===== src/hw/temp_alarm_pkg.sv =====
// Purpose: shared constants and types of the temperature alarm block
// Assumes: 40 MHz pclk, 8-bit signed temperature words
// Notes:   register offsets are byte addresses on the APB port
package temp_alarm_pkg;
   // clock and serial bus timeout
   localparam int CLK_PERIOD_NSEC = 25;
   localparam int TIMEOUT_MS      = 25;
   localparam int TIMEOUT_CYC     = TIMEOUT_MS * 1_000_000 / CLK_PERIOD_NSEC;
   localparam int TO_W          = 24;
   // limit value after power-up, 127 degrees
   localparam logic [7:0] LIMIT_RESET = 8'h7F;
   // register byte offsets
   localparam logic [7:0] OFS_LOCAL_TEMP  = 8'h00;
   localparam logic [7:0] OFS_REMOTE_TEMP = 8'h04;
   localparam logic [7:0] OFS_CRIT_LIMIT  = 8'h08;
   localparam logic [7:0] OFS_HIGH_LOCAL  = 8'h0C;
   localparam logic [7:0] OFS_HIGH_REMOTE = 8'h10;
   localparam logic [7:0] OFS_IRQ_STATUS  = 8'h14;
   localparam logic [7:0] OFS_IRQ_MASK    = 8'h18;
   localparam logic [7:0] OFS_SLAVE_ADDR  = 8'h1C;
   // interrupt status bit positions
   localparam int IRQ_CRIT      = 0;
   localparam int IRQ_HIGH_LOC  = 1;
   localparam int IRQ_HIGH_REM  = 2;
   localparam int IRQ_TIMEOUT   = 3;
   localparam int IRQ_W         = 4;
   localparam logic [3:0] IRQ_RESET = 4'h0;
   // three-level strap codes
   localparam logic [1:0] STRAP_LOW  = 2'b00;
   localparam logic [1:0] STRAP_HIGH = 2'b01;
   localparam logic [1:0] STRAP_OPEN = 2'b10;
   localparam logic [6:0] SMB_BASE_ADDR = 7'h18;
   // edges to wait after release so the strap synchroniser has settled
   localparam logic [1:0] STRAP_SETTLE  = 2'h3;
   // serial slave states
   typedef enum logic [6:0] {
      S_IDLE = 7'b000_0001,
      S_ADDR = 7'b000_0010,
      S_AACK = 7'b000_0100,
      S_WRB  = 7'b000_1000,
      S_WACK = 7'b001_0000,
      S_RDB  = 7'b010_0000,
      S_RACK = 7'b100_0000
   } smb_state_e;
endpackage


===== src/hw/limit_cmp.sv =====
// Purpose: signed over-limit comparison of one temperature word
// Assumes: two's complement, sign plus seven bits, one degree per step
// Notes:   strictly greater than, equal does not trip
`timescale 1ns/1ps
module limit_cmp (
   input  wire logic [7:0] temp,
   input  wire logic [7:0] limit,
   output logic            over
);
   // two's complement compare
   assign over = $signed(temp) > $signed(limit);
endmodule


===== src/hw/sync2.sv =====
// Purpose: two flip-flop synchroniser for pin inputs
// Assumes: input is asynchronous to pclk
// Notes:   only the second stage may be read by logic
`timescale 1ns/1ps
module sync2 #(
   parameter int W = 1
) (
   input  wire logic         pclk,
   input  wire logic         presetn,
   input  wire logic         ce,
   input  wire logic [W-1:0] din,
   output logic      [W-1:0] dout
);
   logic [W-1:0] meta;

   // first stage feeds second stage only
   always_ff @(posedge pclk or negedge presetn) begin
      if (!presetn) begin
         meta <= '0;
         dout <= '0;
      end else if (ce) begin
         meta <= din;
         dout <= meta;
      end
   end
endmodule


===== src/hw/temp_alarm.sv =====
// Purpose: limit registers, alarm pins and serial slave of a two-channel sensor
// Assumes: converter results arrive on pclk with a valid strobe
// Notes:   APB and the serial port read the same register set; serial writes reach only the three limits
//
// Implementation choices: register access over APB and the address map.
`timescale 1ns/1ps
////////////////////////////////////////////////////////////////////////////////
// How it works
// [RL1] any temperature above critical limit: critical alarm
// [RL2] channel above own high limit: high alarm
// [RL3] three limit registers, writable and readable back
// [RL4] all limits reset to 127 degrees
// [RL5] two three-level straps give nine addresses
// [RL6] temperatures are sign plus seven bits
// [RL7] serial port releases bus after clock-low timeout
// [RL8] register access accepted at any time
// [RL9] alarm pins open-drain, pulled low while active
module temp_alarm
   import temp_alarm_pkg::*;
#(
   parameter int TIMEOUT_CYCLES = TIMEOUT_CYC
) (
   input  wire logic        pclk,
   input  wire logic        presetn,
   input  wire logic        ce,
   input  wire logic        psel,
   input  wire logic        penable,
   input  wire logic        pwrite,
   input  wire logic [7:0]  paddr,
   input  wire logic [31:0] pwdata,
   output logic      [31:0] prdata,
   output logic             pready,
   output logic             pslverr,
   output logic             irq,
   input  wire logic [7:0]  local_temp,
   input  wire logic [7:0]  remote_temp,
   input  wire logic        temp_valid,
   input  wire logic        serial_clock_in,
   input  wire logic        serial_data_line_i,
   output logic             serial_data_line_o,
   output logic             serial_data_line_oe,
   input  wire logic [1:0]  addr_strap_low_bit,
   input  wire logic [1:0]  addr_strap_high_bit,
   output logic             critical_alarm_out_o,
   output logic             critical_alarm_out_oe,
   output logic             high_alarm_out_o,
   output logic             high_alarm_out_oe
);
   logic [7:0]       local_reg;
   logic [7:0]       remote_reg;
   logic [7:0]       critical_limit;
   logic [7:0]       high_local;
   logic [7:0]       high_remote;
   logic [IRQ_W-1:0] irq_status;
   logic [IRQ_W-1:0] irq_mask;
   logic [IRQ_W-1:0] irq_events;
   logic [6:0]       slave_addr;
   logic             strap_taken;
   logic [1:0]       strap_wait;
   logic [3:0]       straps_s;
   logic [1:0]       line_s;
   logic             scl_q;
   logic             sda_q;
   logic             scl_rise;
   logic             scl_fall;
   logic             start_c;
   logic             stop_c;
   smb_state_e       state;
   logic [3:0]       bitcnt;
   logic [7:0]       shreg;
   logic [7:0]       ptr;
   logic             first;
   logic             rw;
   logic             mack;
   logic             smb_wr;
   logic [7:0]       smb_wdata;
   logic [TO_W-1:0]  to_cnt;
   logic             timeout_hit;
   logic             over_cl;
   logic             over_cr;
   logic             over_hl;
   logic             over_hr;
   logic             crit_cond;
   logic             apb_setup;
   logic             apb_access;
   logic             apb_wr;
   logic             apb_bad;
   logic [31:0]      smb_rword;

   // register image by word index
   function automatic logic [31:0] reg_value(input logic [2:0] idx);
      logic [31:0] v;
      v = '0;
      if (idx == OFS_LOCAL_TEMP[4:2]) v[7:0] = local_reg;
      else if (idx == OFS_REMOTE_TEMP[4:2]) v[7:0] = remote_reg;
      else if (idx == OFS_CRIT_LIMIT[4:2]) v[7:0] = critical_limit;
      else if (idx == OFS_HIGH_LOCAL[4:2]) v[7:0] = high_local;
      else if (idx == OFS_HIGH_REMOTE[4:2]) v[7:0] = high_remote;
      else if (idx == OFS_IRQ_STATUS[4:2]) v[IRQ_W-1:0] = irq_status;
      else if (idx == OFS_IRQ_MASK[4:2]) v[IRQ_W-1:0] = irq_mask;
      else v[6:0] = slave_addr;
      return v;
   endfunction

   ////////////////////////////////////////////////////////////////////////////
   // pin synchronisers
   sync2 #(.W(4)) u_sync_strap (
      .pclk    (pclk),
      .presetn (presetn),
      .ce      (ce),
      .din     ({addr_strap_high_bit, addr_strap_low_bit}),
      .dout    (straps_s)
   );
   sync2 #(.W(2)) u_sync_line (
      .pclk    (pclk),
      .presetn (presetn),
      .ce      (ce),
      .din     ({serial_clock_in, serial_data_line_i}),
      .dout    (line_s)
   );

   // [RL5] strap address decode
   // straps are caught once after release, so a later wiggle cannot move the address
   always_ff @(posedge pclk or negedge presetn) begin
      if (!presetn) begin
         strap_taken <= 1'b0;
         strap_wait  <= 2'h0;
         slave_addr  <= SMB_BASE_ADDR;
      end else if (ce && !strap_taken) begin
         // the synchroniser still shows its reset value for two edges
         if (strap_wait == STRAP_SETTLE) begin
            strap_taken <= 1'b1;
            slave_addr  <= SMB_BASE_ADDR + 7'(3 * (straps_s[3] ? 2 : {1'b0, straps_s[2]}))
                           + 7'(straps_s[1] ? 2 : {1'b0, straps_s[0]});
         end else begin
            strap_wait <= strap_wait + 2'h1;
         end
      end
   end

   ////////////////////////////////////////////////////////////////////////////
   // [RL6] capture signed results
   always_ff @(posedge pclk or negedge presetn) begin
      if (!presetn) begin
         local_reg  <= 8'h00;
         remote_reg <= 8'h00;
      end else if (ce && temp_valid) begin
         local_reg  <= local_temp;
         remote_reg <= remote_temp;
      end
   end

   // [RL1] [RL2] channel comparators
   limit_cmp u_cmp_cl (.temp(local_reg),  .limit(critical_limit), .over(over_cl));
   limit_cmp u_cmp_cr (.temp(remote_reg), .limit(critical_limit), .over(over_cr));
   limit_cmp u_cmp_hl (.temp(local_reg),  .limit(high_local),     .over(over_hl));
   limit_cmp u_cmp_hr (.temp(remote_reg), .limit(high_remote),    .over(over_hr));
   assign crit_cond = over_cl | over_cr;

   // [RL9] open-drain alarm pins
   // pins only ever pull low; the released level comes from the pull-up
   always_ff @(posedge pclk or negedge presetn) begin
      if (!presetn) begin
         critical_alarm_out_oe <= 1'b0;
         high_alarm_out_oe     <= 1'b0;
      end else if (ce) begin
         critical_alarm_out_oe <= crit_cond;
         high_alarm_out_oe     <= over_hl | over_hr;
      end
   end
   assign critical_alarm_out_o = 1'b0;
   assign high_alarm_out_o     = 1'b0;
   assign serial_data_line_o   = 1'b0;

   ////////////////////////////////////////////////////////////////////////////
   // apb decode, zero wait states
   assign apb_setup  = ce & psel & ~penable;
   assign apb_access = ce & psel & penable;
   assign apb_bad    = (paddr[7:5] != 3'h0) || (paddr[1:0] != 2'h0);
   assign apb_wr     = apb_access & pwrite & ~apb_bad;
   // [RL8] never busy
   assign pready     = ce;
   assign pslverr    = psel & penable & apb_bad;

   // read data taken in the setup cycle
   always_ff @(posedge pclk or negedge presetn) begin
      if (!presetn) prdata <= 32'h0000_0000;
      else if (apb_setup) prdata <= apb_bad ? 32'h0000_0000 : reg_value(paddr[4:2]);
   end

   // [RL3] [RL4] limit registers
   // both ports may write; an apb write in the same cycle wins
   always_ff @(posedge pclk or negedge presetn) begin
      if (!presetn) begin
         critical_limit <= LIMIT_RESET;
         high_local     <= LIMIT_RESET;
         high_remote    <= LIMIT_RESET;
      end else if (ce) begin
         if (apb_wr && paddr == OFS_CRIT_LIMIT) critical_limit <= pwdata[7:0];
         else if (smb_wr && ptr == {2'b00, OFS_CRIT_LIMIT[7:2]}) critical_limit <= smb_wdata;
         if (apb_wr && paddr == OFS_HIGH_LOCAL) high_local <= pwdata[7:0];
         else if (smb_wr && ptr == {2'b00, OFS_HIGH_LOCAL[7:2]}) high_local <= smb_wdata;
         if (apb_wr && paddr == OFS_HIGH_REMOTE) high_remote <= pwdata[7:0];
         else if (smb_wr && ptr == {2'b00, OFS_HIGH_REMOTE[7:2]}) high_remote <= smb_wdata;
      end
   end

   // sticky events, set beats a write-one clear
   assign irq_events = {timeout_hit, over_hr & ~high_alarm_out_oe,
                        over_hl & ~high_alarm_out_oe, crit_cond & ~critical_alarm_out_oe};
   always_ff @(posedge pclk or negedge presetn) begin
      if (!presetn) begin
         irq_status <= IRQ_RESET;
         irq_mask   <= IRQ_RESET;
      end else if (ce) begin
         if (apb_wr && paddr == OFS_IRQ_STATUS)
            irq_status <= (irq_status & ~pwdata[IRQ_W-1:0]) | irq_events;
         else
            irq_status <= irq_status | irq_events;
         if (apb_wr && paddr == OFS_IRQ_MASK) irq_mask <= pwdata[IRQ_W-1:0];
      end
   end
   assign irq = |(irq_status & irq_mask);

   ////////////////////////////////////////////////////////////////////////////
   // serial line edges from the synchronised copies
   always_ff @(posedge pclk or negedge presetn) begin
      if (!presetn) begin
         scl_q <= 1'b1;
         sda_q <= 1'b1;
      end else if (ce) begin
         scl_q <= line_s[1];
         sda_q <= line_s[0];
      end
   end
   assign scl_rise = line_s[1] & ~scl_q;
   assign scl_fall = ~line_s[1] & scl_q;
   assign start_c  = line_s[1] & scl_q & sda_q & ~line_s[0];
   assign stop_c   = line_s[1] & scl_q & ~sda_q & line_s[0];
   assign smb_rword = ptr[7:3] == 5'h00 ? reg_value(ptr[2:0]) : 32'h0000_0000;

   // [RL7] clock-low watchdog
   always_ff @(posedge pclk or negedge presetn) begin
      if (!presetn) to_cnt <= '0;
      else if (ce) begin
         if (state == S_IDLE || line_s[1] || timeout_hit) to_cnt <= '0;
         else to_cnt <= to_cnt + 1'b1;
      end
   end
   assign timeout_hit = (to_cnt == TO_W'(TIMEOUT_CYCLES - 1)) && !line_s[1] && state != S_IDLE;

   // [RL8] serial slave engine, independent of conversions
   always_ff @(posedge pclk or negedge presetn) begin
      if (!presetn) begin
         state               <= S_IDLE;
         bitcnt              <= 4'h0;
         shreg               <= 8'h00;
         ptr                 <= 8'h00;
         first               <= 1'b0;
         rw                  <= 1'b0;
         mack                <= 1'b0;
         smb_wr              <= 1'b0;
         smb_wdata           <= 8'h00;
         serial_data_line_oe <= 1'b0;
      end else if (ce) begin
         smb_wr <= 1'b0;
         if (timeout_hit) begin
            // [RL7] release the data line
            state               <= S_IDLE;
            serial_data_line_oe <= 1'b0;
         end else if (start_c) begin
            state               <= S_ADDR;
            bitcnt              <= 4'h0;
            first               <= 1'b1;
            serial_data_line_oe <= 1'b0;
         end else if (stop_c) begin
            state               <= S_IDLE;
            serial_data_line_oe <= 1'b0;
         end else begin
            case (state)
               S_ADDR, S_WRB: begin
                  if (scl_rise) begin
                     shreg  <= {shreg[6:0], line_s[0]};
                     bitcnt <= bitcnt + 4'h1;
                  end else if (scl_fall && bitcnt == 4'h8) begin
                     bitcnt <= 4'h0;
                     if (state == S_ADDR) begin
                        if (shreg[7:1] == slave_addr) begin
                           state               <= S_AACK;
                           rw                  <= shreg[0];
                           serial_data_line_oe <= 1'b1;
                        end else begin
                           state <= S_IDLE;
                        end
                     end else begin
                        // first data byte sets the pointer
                        state               <= S_WACK;
                        serial_data_line_oe <= 1'b1;
                        first               <= 1'b0;
                        if (first) ptr <= shreg;
                        else begin
                           smb_wr    <= 1'b1;
                           smb_wdata <= shreg;
                        end
                     end
                  end
               end
               S_AACK: begin
                  if (scl_fall) begin
                     if (rw) begin
                        state               <= S_RDB;
                        shreg               <= smb_rword[7:0];
                        serial_data_line_oe <= ~smb_rword[7];
                     end else begin
                        state               <= S_WRB;
                        serial_data_line_oe <= 1'b0;
                     end
                  end
               end
               S_WACK: begin
                  if (scl_fall) begin
                     state               <= S_WRB;
                     serial_data_line_oe <= 1'b0;
                  end
               end
               S_RDB: begin
                  if (scl_rise) bitcnt <= bitcnt + 4'h1;
                  else if (scl_fall) begin
                     if (bitcnt == 4'h8) begin
                        state               <= S_RACK;
                        bitcnt              <= 4'h0;
                        serial_data_line_oe <= 1'b0;
                     end else begin
                        shreg               <= {shreg[6:0], 1'b0};
                        serial_data_line_oe <= ~shreg[6];
                     end
                  end
               end
               S_RACK: begin
                  // master ack repeats the same register
                  if (scl_rise) mack <= ~line_s[0];
                  else if (scl_fall) begin
                     if (mack) begin
                        state               <= S_RDB;
                        shreg               <= smb_rword[7:0];
                        serial_data_line_oe <= ~smb_rword[7];
                     end else begin
                        state <= S_IDLE;
                     end
                  end
               end
               default: state <= S_IDLE;
            endcase
         end
      end
   end

   ////////////////////////////////////////////////////////////////////////////
   // checks
   property p_crit;
      @(posedge pclk) disable iff (!presetn)
      ce && crit_cond |=> critical_alarm_out_oe;
   endproperty
   a_crit: assert property (p_crit) else $error("critical alarm not raised"); // [RL1]

   property p_high;
      @(posedge pclk) disable iff (!presetn)
      ce && $signed(remote_reg) > $signed(high_remote) |=> high_alarm_out_oe;
   endproperty
   a_high: assert property (p_high) else $error("high alarm not raised"); // [RL2]

   property p_rdback;
      @(posedge pclk) disable iff (!presetn)
      apb_wr && paddr == OFS_HIGH_LOCAL ##2 ce && psel && !penable && paddr == OFS_HIGH_LOCAL
      |=> prdata[7:0] == $past(pwdata[7:0], 3);
   endproperty
   a_rdback: assert property (p_rdback) else $error("limit readback wrong"); // [RL3]

   property p_reset_lim;
      @(posedge pclk) $rose(presetn) |-> critical_limit == 8'h7F && high_remote == 8'h7F;
   endproperty
   a_reset_lim: assert property (p_reset_lim) else $error("limit not 127 after reset"); // [RL4]

   property p_addr;
      @(posedge pclk) disable iff (!presetn)
      strap_taken && $past(strap_taken)
      |-> slave_addr >= SMB_BASE_ADDR && slave_addr <= SMB_BASE_ADDR + 7'h08 && $stable(slave_addr);
   endproperty
   a_addr: assert property (p_addr) else $error("slave address out of range"); // [RL5]

   property p_temp;
      @(posedge pclk) disable iff (!presetn)
      ce && temp_valid |=> local_reg == $past(local_temp) && remote_reg == $past(remote_temp);
   endproperty
   a_temp: assert property (p_temp) else $error("temperature not captured"); // [RL6]

   property p_timeout;
      @(posedge pclk) disable iff (!presetn)
      ce && timeout_hit |=> state == S_IDLE && !serial_data_line_oe && irq_status[IRQ_TIMEOUT];
   endproperty
   a_timeout: assert property (p_timeout) else $error("bus not released on timeout"); // [RL7]

   property p_ready;
      @(posedge pclk) disable iff (!presetn)
      psel && penable && ce |-> pready;
   endproperty
   a_ready: assert property (p_ready) else $error("access stalled"); // [RL8]

   property p_od;
      @(posedge pclk) disable iff (!presetn)
      ce && !crit_cond |=> !critical_alarm_out_oe && !critical_alarm_out_o && !high_alarm_out_o;
   endproperty
   a_od: assert property (p_od) else $error("alarm pin drives wrongly"); // [RL9]
endmodule


===== config.mk =====
export PLATFORM = sky130hd
export DESIGN_NAME = temp_alarm
export DESIGN_NICKNAME = d
export VERILOG_FILES = /design/src/hw/temp_alarm_pkg.sv /design/src/hw/limit_cmp.sv /design/src/hw/sync2.sv /design/src/hw/temp_alarm.sv
export SDC_FILE = /design/constraint.sdc
export NUM_CORES = 1
export LEC_CHECK = 0
export BUFFER_PORTS_ARGS = -buffer_cell sky130_fd_sc_hd__buf_2
export CAP_MARGIN = 10
export CORE_MARGIN = 2
export CORE_UTILIZATION = 59
export CTS_BUF_LIST = sky130_fd_sc_hd__clkbuf_8 sky130_fd_sc_hd__clkbuf_16
export CTS_CLUSTER_DIAMETER = 40
export DETAILED_ROUTE_END_ITERATION = 8
export PLACE_DENSITY = 0.81
export SLEW_MARGIN = 20
export SYNTH_ARGS = -nofsm -noshare
export SYNTH_HDL_FRONTEND = slang
export SYNTH_HIERARCHICAL = 1
export SYNTH_SLANG_ARGS = --single-unit

===== constraint.sdc =====
create_clock -name pclk -period 3.05 [get_ports pclk]
set_clock_uncertainty 0.2 [all_clocks]
set_input_delay 0.305 -clock pclk [delete_from_list [all_inputs] [get_ports pclk]]
set_output_delay 0.305 -clock pclk [all_outputs]
set_load 0.02 [all_outputs]

## Yosys cells after proc, flatten, opt, wreduce, memory -nomap -nowiden

Cells that the tools add are included.

| storage, ports and cells | value |
|---|---|
| flip-flop bits (word level) | 170 |
| logic and storage cells | 285 |

| cells by class | value |
|---|---|
| equality and inequality tests | 58 |
| $add $sub $neg | 5 |
| $lt $le $gt $ge | 4 |
| reductions and logical operators | 48 |
| multiply operators | 1 |
| multiplexer cells | 98 |
| bitwise logic cells | 41 |

Operator list:

| operator | count |
|---|---|
| $mux W8 | 25 |
| $mux W7 | 15 |
| $ne A5 B5 Y1 const B | 10 |
| $mux W4 | 12 |
| $pmux W7 S5 | 1 |
| $gt A8 B8 Y1 | 4 |
| $mux W1 | 32 |
| $pmux W8 S4 | 1 |
| $reduce_and A9 Y1 | 3 |
| $add A24 B1 Y24 const B | 1 |
| $eq A24 B20 Y1 const B | 1 |
| $eq A8 B5 Y1 const B | 3 |
| $mux W24 | 1 |
| $ne A2 B2 Y1 const B | 11 |
| $eq A3 B3 Y1 const B | 6 |
| $and A1 B1 Y1 | 17 |
| $not A1 Y1 | 17 |
| $eq A8 B2 Y1 const B | 2 |
| $eq A8 B4 Y1 const B | 2 |
| $mux W3 | 5 |
| $reduce_and A14 Y1 | 1 |
| $reduce_and A7 Y1 | 2 |
| $logic_and A1 B1 Y1 | 13 |
| $eq A3 B2 Y1 const B | 4 |
| 43 further kinds | 66 |

## Logic depth before layout (Yosys ltp)

| logic depth | value |
|---|---|
| depth in word-level cells | 17 |
| depth in mapped cells | 10 |

## Hierarchy

Netlist, hierarchy kept.

By module, submodules not included:

| module | instances | cells each | area an instance (um^2) |
|---|---|---|---|
| temp_alarm | 1 | 761 | 7903.8 |
| limit_cmp | 4 | 30 | 210.2 |
| sync2 (u_sync_strap) | 1 | 17 | 331.6 |
| sync2 (u_sync_line) | 1 | 8 | 145.1 |

## Worst setup path before layout

OpenSTA, ideal clock, no wires.

| timing | value |
|---|---|
| path kind | reg-to-reg |
| start | register scl_q |
| end | register ptr[0] |
| clock period less this slack | 2.724 ns |
| path buffers | 1 |
| stages on the path, launching flop included | 9 |
| setup slack | 0.326 ns |
| data required time | 2.725 ns |
| data arrival time | 2.399 ns |
| cells stage by stage | dfstp_2 > inv_1 > ha_1 > clkbuf_1 > inv_1 > nand3_1 > or4_4 > nor4b_4 > mux2_2 |

| on the way | value |
|---|---|
| word-level cells in the longest chain between the ends | 5 |

Ends and longest elaborated chain:

| item | line | RTL |
|---|---|---|
| start, declared | temp_alarm.sv:62 | `logic scl_q;` |
| start signal, assigned | temp_alarm.sv:232 | `scl_q <= line_s[1];` |
| $and A1 B1 Y1 | temp_alarm.sv:238, temp_alarm.sv:239 |  |
| $and A1 B1 Y1 (on tied branches) (2 in series) | temp_alarm.sv:239, temp_alarm.sv:238 |  |
| $not A1 Y1 (no source line) | - |  |
| $reduce_and A9 Y1 (no source line) (*) | - |  |
| end signal, assigned | temp_alarm.sv:300 | `if (first) ptr <= shreg;` |
| end, declared | temp_alarm.sv:71 | `logic [7:0] ptr;` |

Every way passes the cells marked *; elsewhere a longest branch is shown, timed or not.
A chain may end at the register's enable or synchronous reset.

## Worst setup path after layout

| timing | value |
|---|---|
| start | register to_cnt[0] |
| end | register state[1] |

| on the way | value |
|---|---|
| word-level cells in the longest chain between the ends | 5 |

Ends and longest elaborated chain:

| item | line | RTL |
|---|---|---|
| start, declared | temp_alarm.sv:77 | `logic [TO_W-1:0] to_cnt;` |
| start signal, assigned | temp_alarm.sv:247 | `else to_cnt <= to_cnt + 1'b1;` |
| $eq A24 B20 Y1 (*) | temp_alarm.sv:250 | `assign timeout_hit = (to_cnt == TO_W'(TIMEOUT_CYCLES - 1)) && !line_s[1] && state != S_IDLE;` |
| $logic_and A1 B1 Y1 (*) (2 in series) | temp_alarm.sv:250 |  |
| $ne A5 B5 Y1 (no source line) | - |  |
| $reduce_and A10 Y1 (no source line) | - |  |
| end signal, assigned | temp_alarm.sv:255 | `state <= S_IDLE;` |
| end signal, assigned | temp_alarm.sv:269 | `state <= S_IDLE;` |
| end signal, assigned | temp_alarm.sv:272 | `state <= S_ADDR;` |
| end, declared | temp_alarm.sv:68 | `smb_state_e state;` |

Marks and branches as above.

==> tab_implementation.tex <==
\begin{tabular}{lr}
\hline
Metric & Value \\
\hline
\multicolumn{2}{l}{\textbf{Routing}} \\
\quad Initial DRC Count & 725 \\
\quad DRC viols & 0 \\
\quad DRT Pass-1 Iters & 6 \\
\quad Detailed route wirelength on metal3 & 1.93 mm \\
\quad Routed wire per std cell & 19.1 µm \\
\quad Remaining antenna violation count & 0 \\
\quad Drt total wl & 23.3 mm \\
\quad Met1 Wirelength & 9.55 mm \\
\quad Routed met2 length & 11.1 mm \\
\quad Via count & 7,497 \\
\quad Avg Vias per Cell & 6.17 \\
\quad Max layer used & met4 \\
\multicolumn{2}{l}{\textbf{Floorplanning}} \\
\quad Total die area & 16,600 µm² \\
\quad Chip Height & 129 µm \\
\quad Area of the core & 15,300 µm² \\
\quad Die W & 129 µm \\
\quad Number of cell rows & 45 \\
\quad Ports & 110 \\
\quad Starting density of the core & 60.4\% \\
\multicolumn{2}{l}{\textbf{Logic synthesis}} \\
\quad Portion of the post-synthesis area used by sequential elements & 39.4\% \\
\quad Synthesized instance count & 906 \\
\quad Cell taking the most area after synthesis & sky130\_fd\_sc\_hd\_\_dfrtp\_1 \\
\quad Summed instance area of the synthesized netlist & 9220 µm² \\
\quad Main flop type after synthesis & sky130\_fd\_sc\_hd\_\_dfrtp\_1 \\
\quad Number of flip-flops and latches in the synthesized netlist & 144 \\
\quad Synth cell types & 73 \\
\quad Synthesis warning total & 6 \\
\quad Synth top area share & 32.3\% \\
\quad Top area cells in the synthesized netlist & sky130\_fd\_sc\_hd\_\_dfrtp\_1 (32\%), sky130\_fd\_sc\_hd\_\_mux2\_2 (10\%), sky130\_fd\_sc\_hd\_\_dfstp\_2 (7.1\%), sky130\_fd\_sc\_hd\_\_ha\_1 (5.7\%), sky130\_fd\_sc\_hd\_\_mux4\_2 (3.7\%) \\
\quad Mean instance size in the synthesized netlist & 10.2 µm² \\
\quad Async set or reset register ratio after synthesis & 100\% \\
\quad Number of flops mapped to enable cells by yosys & 0 \\
\multicolumn{2}{l}{\textbf{Clocking}} \\
\quad Clock latency on the worst-skew pair & 0.43 ns \\
\quad Clock tree sinks & 144 \\
\quad CTS HTree Levels & 4 \\
\quad Clock tree from TritonCTS & built \\
\quad Root Driver & sky130\_fd\_sc\_hd\_\_clkbuf\_16 \\
\quad Post-CTS setup buffer count & 0 \\
\quad Clock buffers created by TritonCTS & 17 \\
\quad Clock transition at the registers of the reported paths & 0.06 ns \\
\quad Buffer depth of the longest clock path & 2 \\
\multicolumn{2}{l}{\textbf{STA}} \\
\quad Setup repair after global routing missed its margin & no \\
\quad Worst Max-Slew Pin Slew & 0.979 ns \\
\quad Final setup vio count & 0 \\
\quad Fin. Hold Viols & 0 \\
\quad Max-slew violation count & 0 \\
\quad Slew margin rel. & 34.3\% \\
\quad Crit path time final & 2.88 ns \\
\quad Final period util & 94.3\% \\
\quad Max Clk Rate & 348 MHz \\
\quad Total negative slack & 0 ns \\
\multicolumn{2}{l}{\textbf{Power and ir drop}} \\
\quad Power density of the placed cells & 497 nW/µm² \\
\quad Static leakage power & 4.57 nW \\
\quad Final Power & 5.22 mW \\
\quad Worst IR Drop VDD & 0.000427 V \\
\multicolumn{2}{l}{\textbf{Layout}} \\
\quad Total Nets Final & 1,104 \\
\quad Share of final-layout standard cells stronger than drive strength 1 & 26.0\% \\
\quad Number of flip-flops in the largest register & 24 \\
\quad Filler cell count & 1,118 \\
\quad Largest register by flop count & to\_cnt \\
\quad Post-Layout Inst Area & 10,500 µm² \\
\quad Antenna fix cells & 0 \\
\quad Area growth from synthesis to layout & 13.8\% \\
\multicolumn{2}{l}{\textbf{Place}} \\
\quad \# port buffers & 58 \\
\quad Final GP Congestion & 0.958 \\
\quad Placed instance area & 9710 µm² \\
\quad Half-perimeter wire length after detailed placement & 16.2 mm \\
\multicolumn{2}{l}{\textbf{Critical path}} \\
\quad R2R setup slack & 0.17 ns \\
\quad Category of cells accounting for the largest share of critical-path delay & simple AND/OR/NAND/NOR gates \\
\quad Critical Path Slowest Stage Cell & sky130\_fd\_sc\_hd\_\_or3\_1 \\
\quad Buf+Inv Stages, Crit Path & 0 \\
\quad Data arrival time of the critical path & 2.98 ns \\
\quad Setup CP Type & reg -> reg \\
\quad Type of element launching the critical path & register \\
\quad Depth of the worst register-to-register path & 7 \\
\quad Critical path depth in cells & 7 \\
\quad Longest individual stage delay on the worst path & 0.45 ns \\
\quad Kind of end point of the critical path & register \\
\quad Crit path max fanout & 7 \\
\quad Data required, critical path & 3.16 ns \\
\quad Sequence of cells on the critical path & ha\_1 > nand3\_1 > or3\_1 > nor4\_4 > o31ai\_1 > a21oi\_2 > mux2\_2 \\
\multicolumn{2}{l}{\textbf{Min path}} \\
\quad Path class of the lowest-slack min-delay path & in -> reg \\
\quad Worst hold path cell count & 3 \\
\multicolumn{2}{l}{\textbf{Global route}} \\
\quad GRT Resource Usage Total & 29.2\% \\
\quad First-pass GRT wire length & 37.4 mm \\
\quad Residual overflow from global routing & 0 \\
\quad Via count of the first global-routing pass & 7,246 \\
\quad Number of antenna violations at the first check in global routing & 1 \\
\quad Pin count of the biggest net entering global routing & 62 \\
\multicolumn{2}{l}{\textbf{Job}} \\
\quad Max-cap violations & 0 \\
\multicolumn{2}{l}{\textbf{Status}} \\
\quad Outcome & complete, no violations \\
\hline
\end{tabular}
[final timing paths]
path | from | to
setup / recovery | to_cnt[0]$_DFFE_PN0P_ | state[1]$_DFFE_PN0P_
hold / removal | pwdata[5] | high_local[5]$_DFFE_PN1P_
setup reg to reg | to_cnt[0]$_DFFE_PN0P_ | state[1]$_DFFE_PN0P_
hold reg to reg | prdata[1]$_DFFE_PN0P_ | prdata[1]$_DFFE_PN0P_
max in group asynchronous | presetn | to_cnt[4]$_DFFE_PN0P_
min in group asynchronous | presetn | bitcnt[2]$_DFFE_PN0P_
[placed cells by master, fill, tap and decap left out, types with 24 or more instances in the layout]
cell / count
sky130_fd_sc_hd__nor2_1: 68
sky130_fd_sc_hd__a21oi_1: 24
sky130_fd_sc_hd__mux2i_1: 29
sky130_fd_sc_hd__nand2_1: 70
sky130_fd_sc_hd__o21ai_0: 56
sky130_fd_sc_hd__mux2_2: 82
sky130_fd_sc_hd__buf_2: 57
sky130_fd_sc_hd__conb_1: 27
sky130_fd_sc_hd__dfstp_2: 25
sky130_fd_sc_hd__nand3_1: 25
sky130_fd_sc_hd__dlygate4sd3_1: 24
sky130_fd_sc_hd__inv_1: 52
sky130_fd_sc_hd__dfrtp_1: 119
sky130_fd_sc_hd__ha_1: 42
sky130_fd_sc_hd__buf_4: 26
[cell families (layout without fill, tap and decap cells)]
kind of cell             after synthesis  after routing  share of synthesized area (%)
flip-flops                           144            144                           39.4
buffers and inverters                117            190                           6.21
AND/OR/NAND/NOR                      276            276                           15.9
adder cells (fa/ha/maj)               43             43                           5.92
other                                  1             27                         0.0407
XOR/XNOR                              26             26                           2.47
multiplexers                         134            134                           18.1
AO/OA/AOI/OAI                        165            165                           11.9
[synth_stat cells (all sizes together) (7+ instances only)]
library cell	instances
a211oi	8
a21oi	25
and2	7
and3	21
buf	46
clkbuf	22
dfrtp	119
dfstp	25
ha	42
inv	48
mux2	90
mux2i	29
mux4	15
nand2	70
nand2b	10
nand3	25
nor2	68
nor2b	8
nor3	10
nor4	10
o21ai	63
o22ai	8
o31ai	7
or3	9
xnor2	9
xor2	17
[stage by stage]
stage	setup WS, ns	hold WS, ns	cells	util, %
2_1_floorplan	0.326	-0.191	932	-
3_3_place_gp	0.187	0.133	1160	63.6
3_5_place_dp	0.222	0.129	1160	63.6
4_1_cts	0.193	0.000902	1216	68.7
5_1_grt	0.0310	0.0230	1216	68.7
6_report	0.174	0.0124	1216	68.7
[repair_timing]
action	CTS	global route
resized for setup	0	0
hold endpoints to repair	79	0
endpoints found under the setup margin	0	0
hold buffers	24	0
[metal layers]
layer	track usage [%]	vias up
met5	0	-
met4	10.2	0
met3	6.52	67
met2	47.3	343
met1	39.1	3662
li1	-	3425
[where the power goes]
part           internal, mW  leakage, nW  switching [mW]  total [mW]
Combinational         0.461         2.49           0.496       0.956
Clock                  1.13        0.288           0.806        1.93
Sequential             2.09         1.80           0.240        2.33
[cell type report]
| type | instances | area [µm²] | share of cell area (%) |
|---|---|---|---|
| Tap cell | 211 | 264 | 2.52 |
| Clock inverter | 14 | 105 | 1.00 |
| Multi-Input combinational cell | 671 | 5110 | 48.7 |
| Inverter | 49 | 184 | 1.75 |
| Timing Repair Buffer | 109 | 752 | 7.17 |
| Clock buffer | 18 | 439 | 4.19 |
| Sequential cell | 144 | 3630 | 34.6 |
[worst reg2reg max path: stages (launching register included)]
cell	delay, ns
sky130_fd_sc_hd__dfrtp_1	0.40
sky130_fd_sc_hd__ha_1	0.23
sky130_fd_sc_hd__nand3_1	0.14
sky130_fd_sc_hd__or3_1	0.45
sky130_fd_sc_hd__nor4_4	0.34
sky130_fd_sc_hd__o31ai_1	0.19
sky130_fd_sc_hd__a21oi_2	0.40
sky130_fd_sc_hd__mux2_2	0.40
Power figures use the tool's default switching activity.
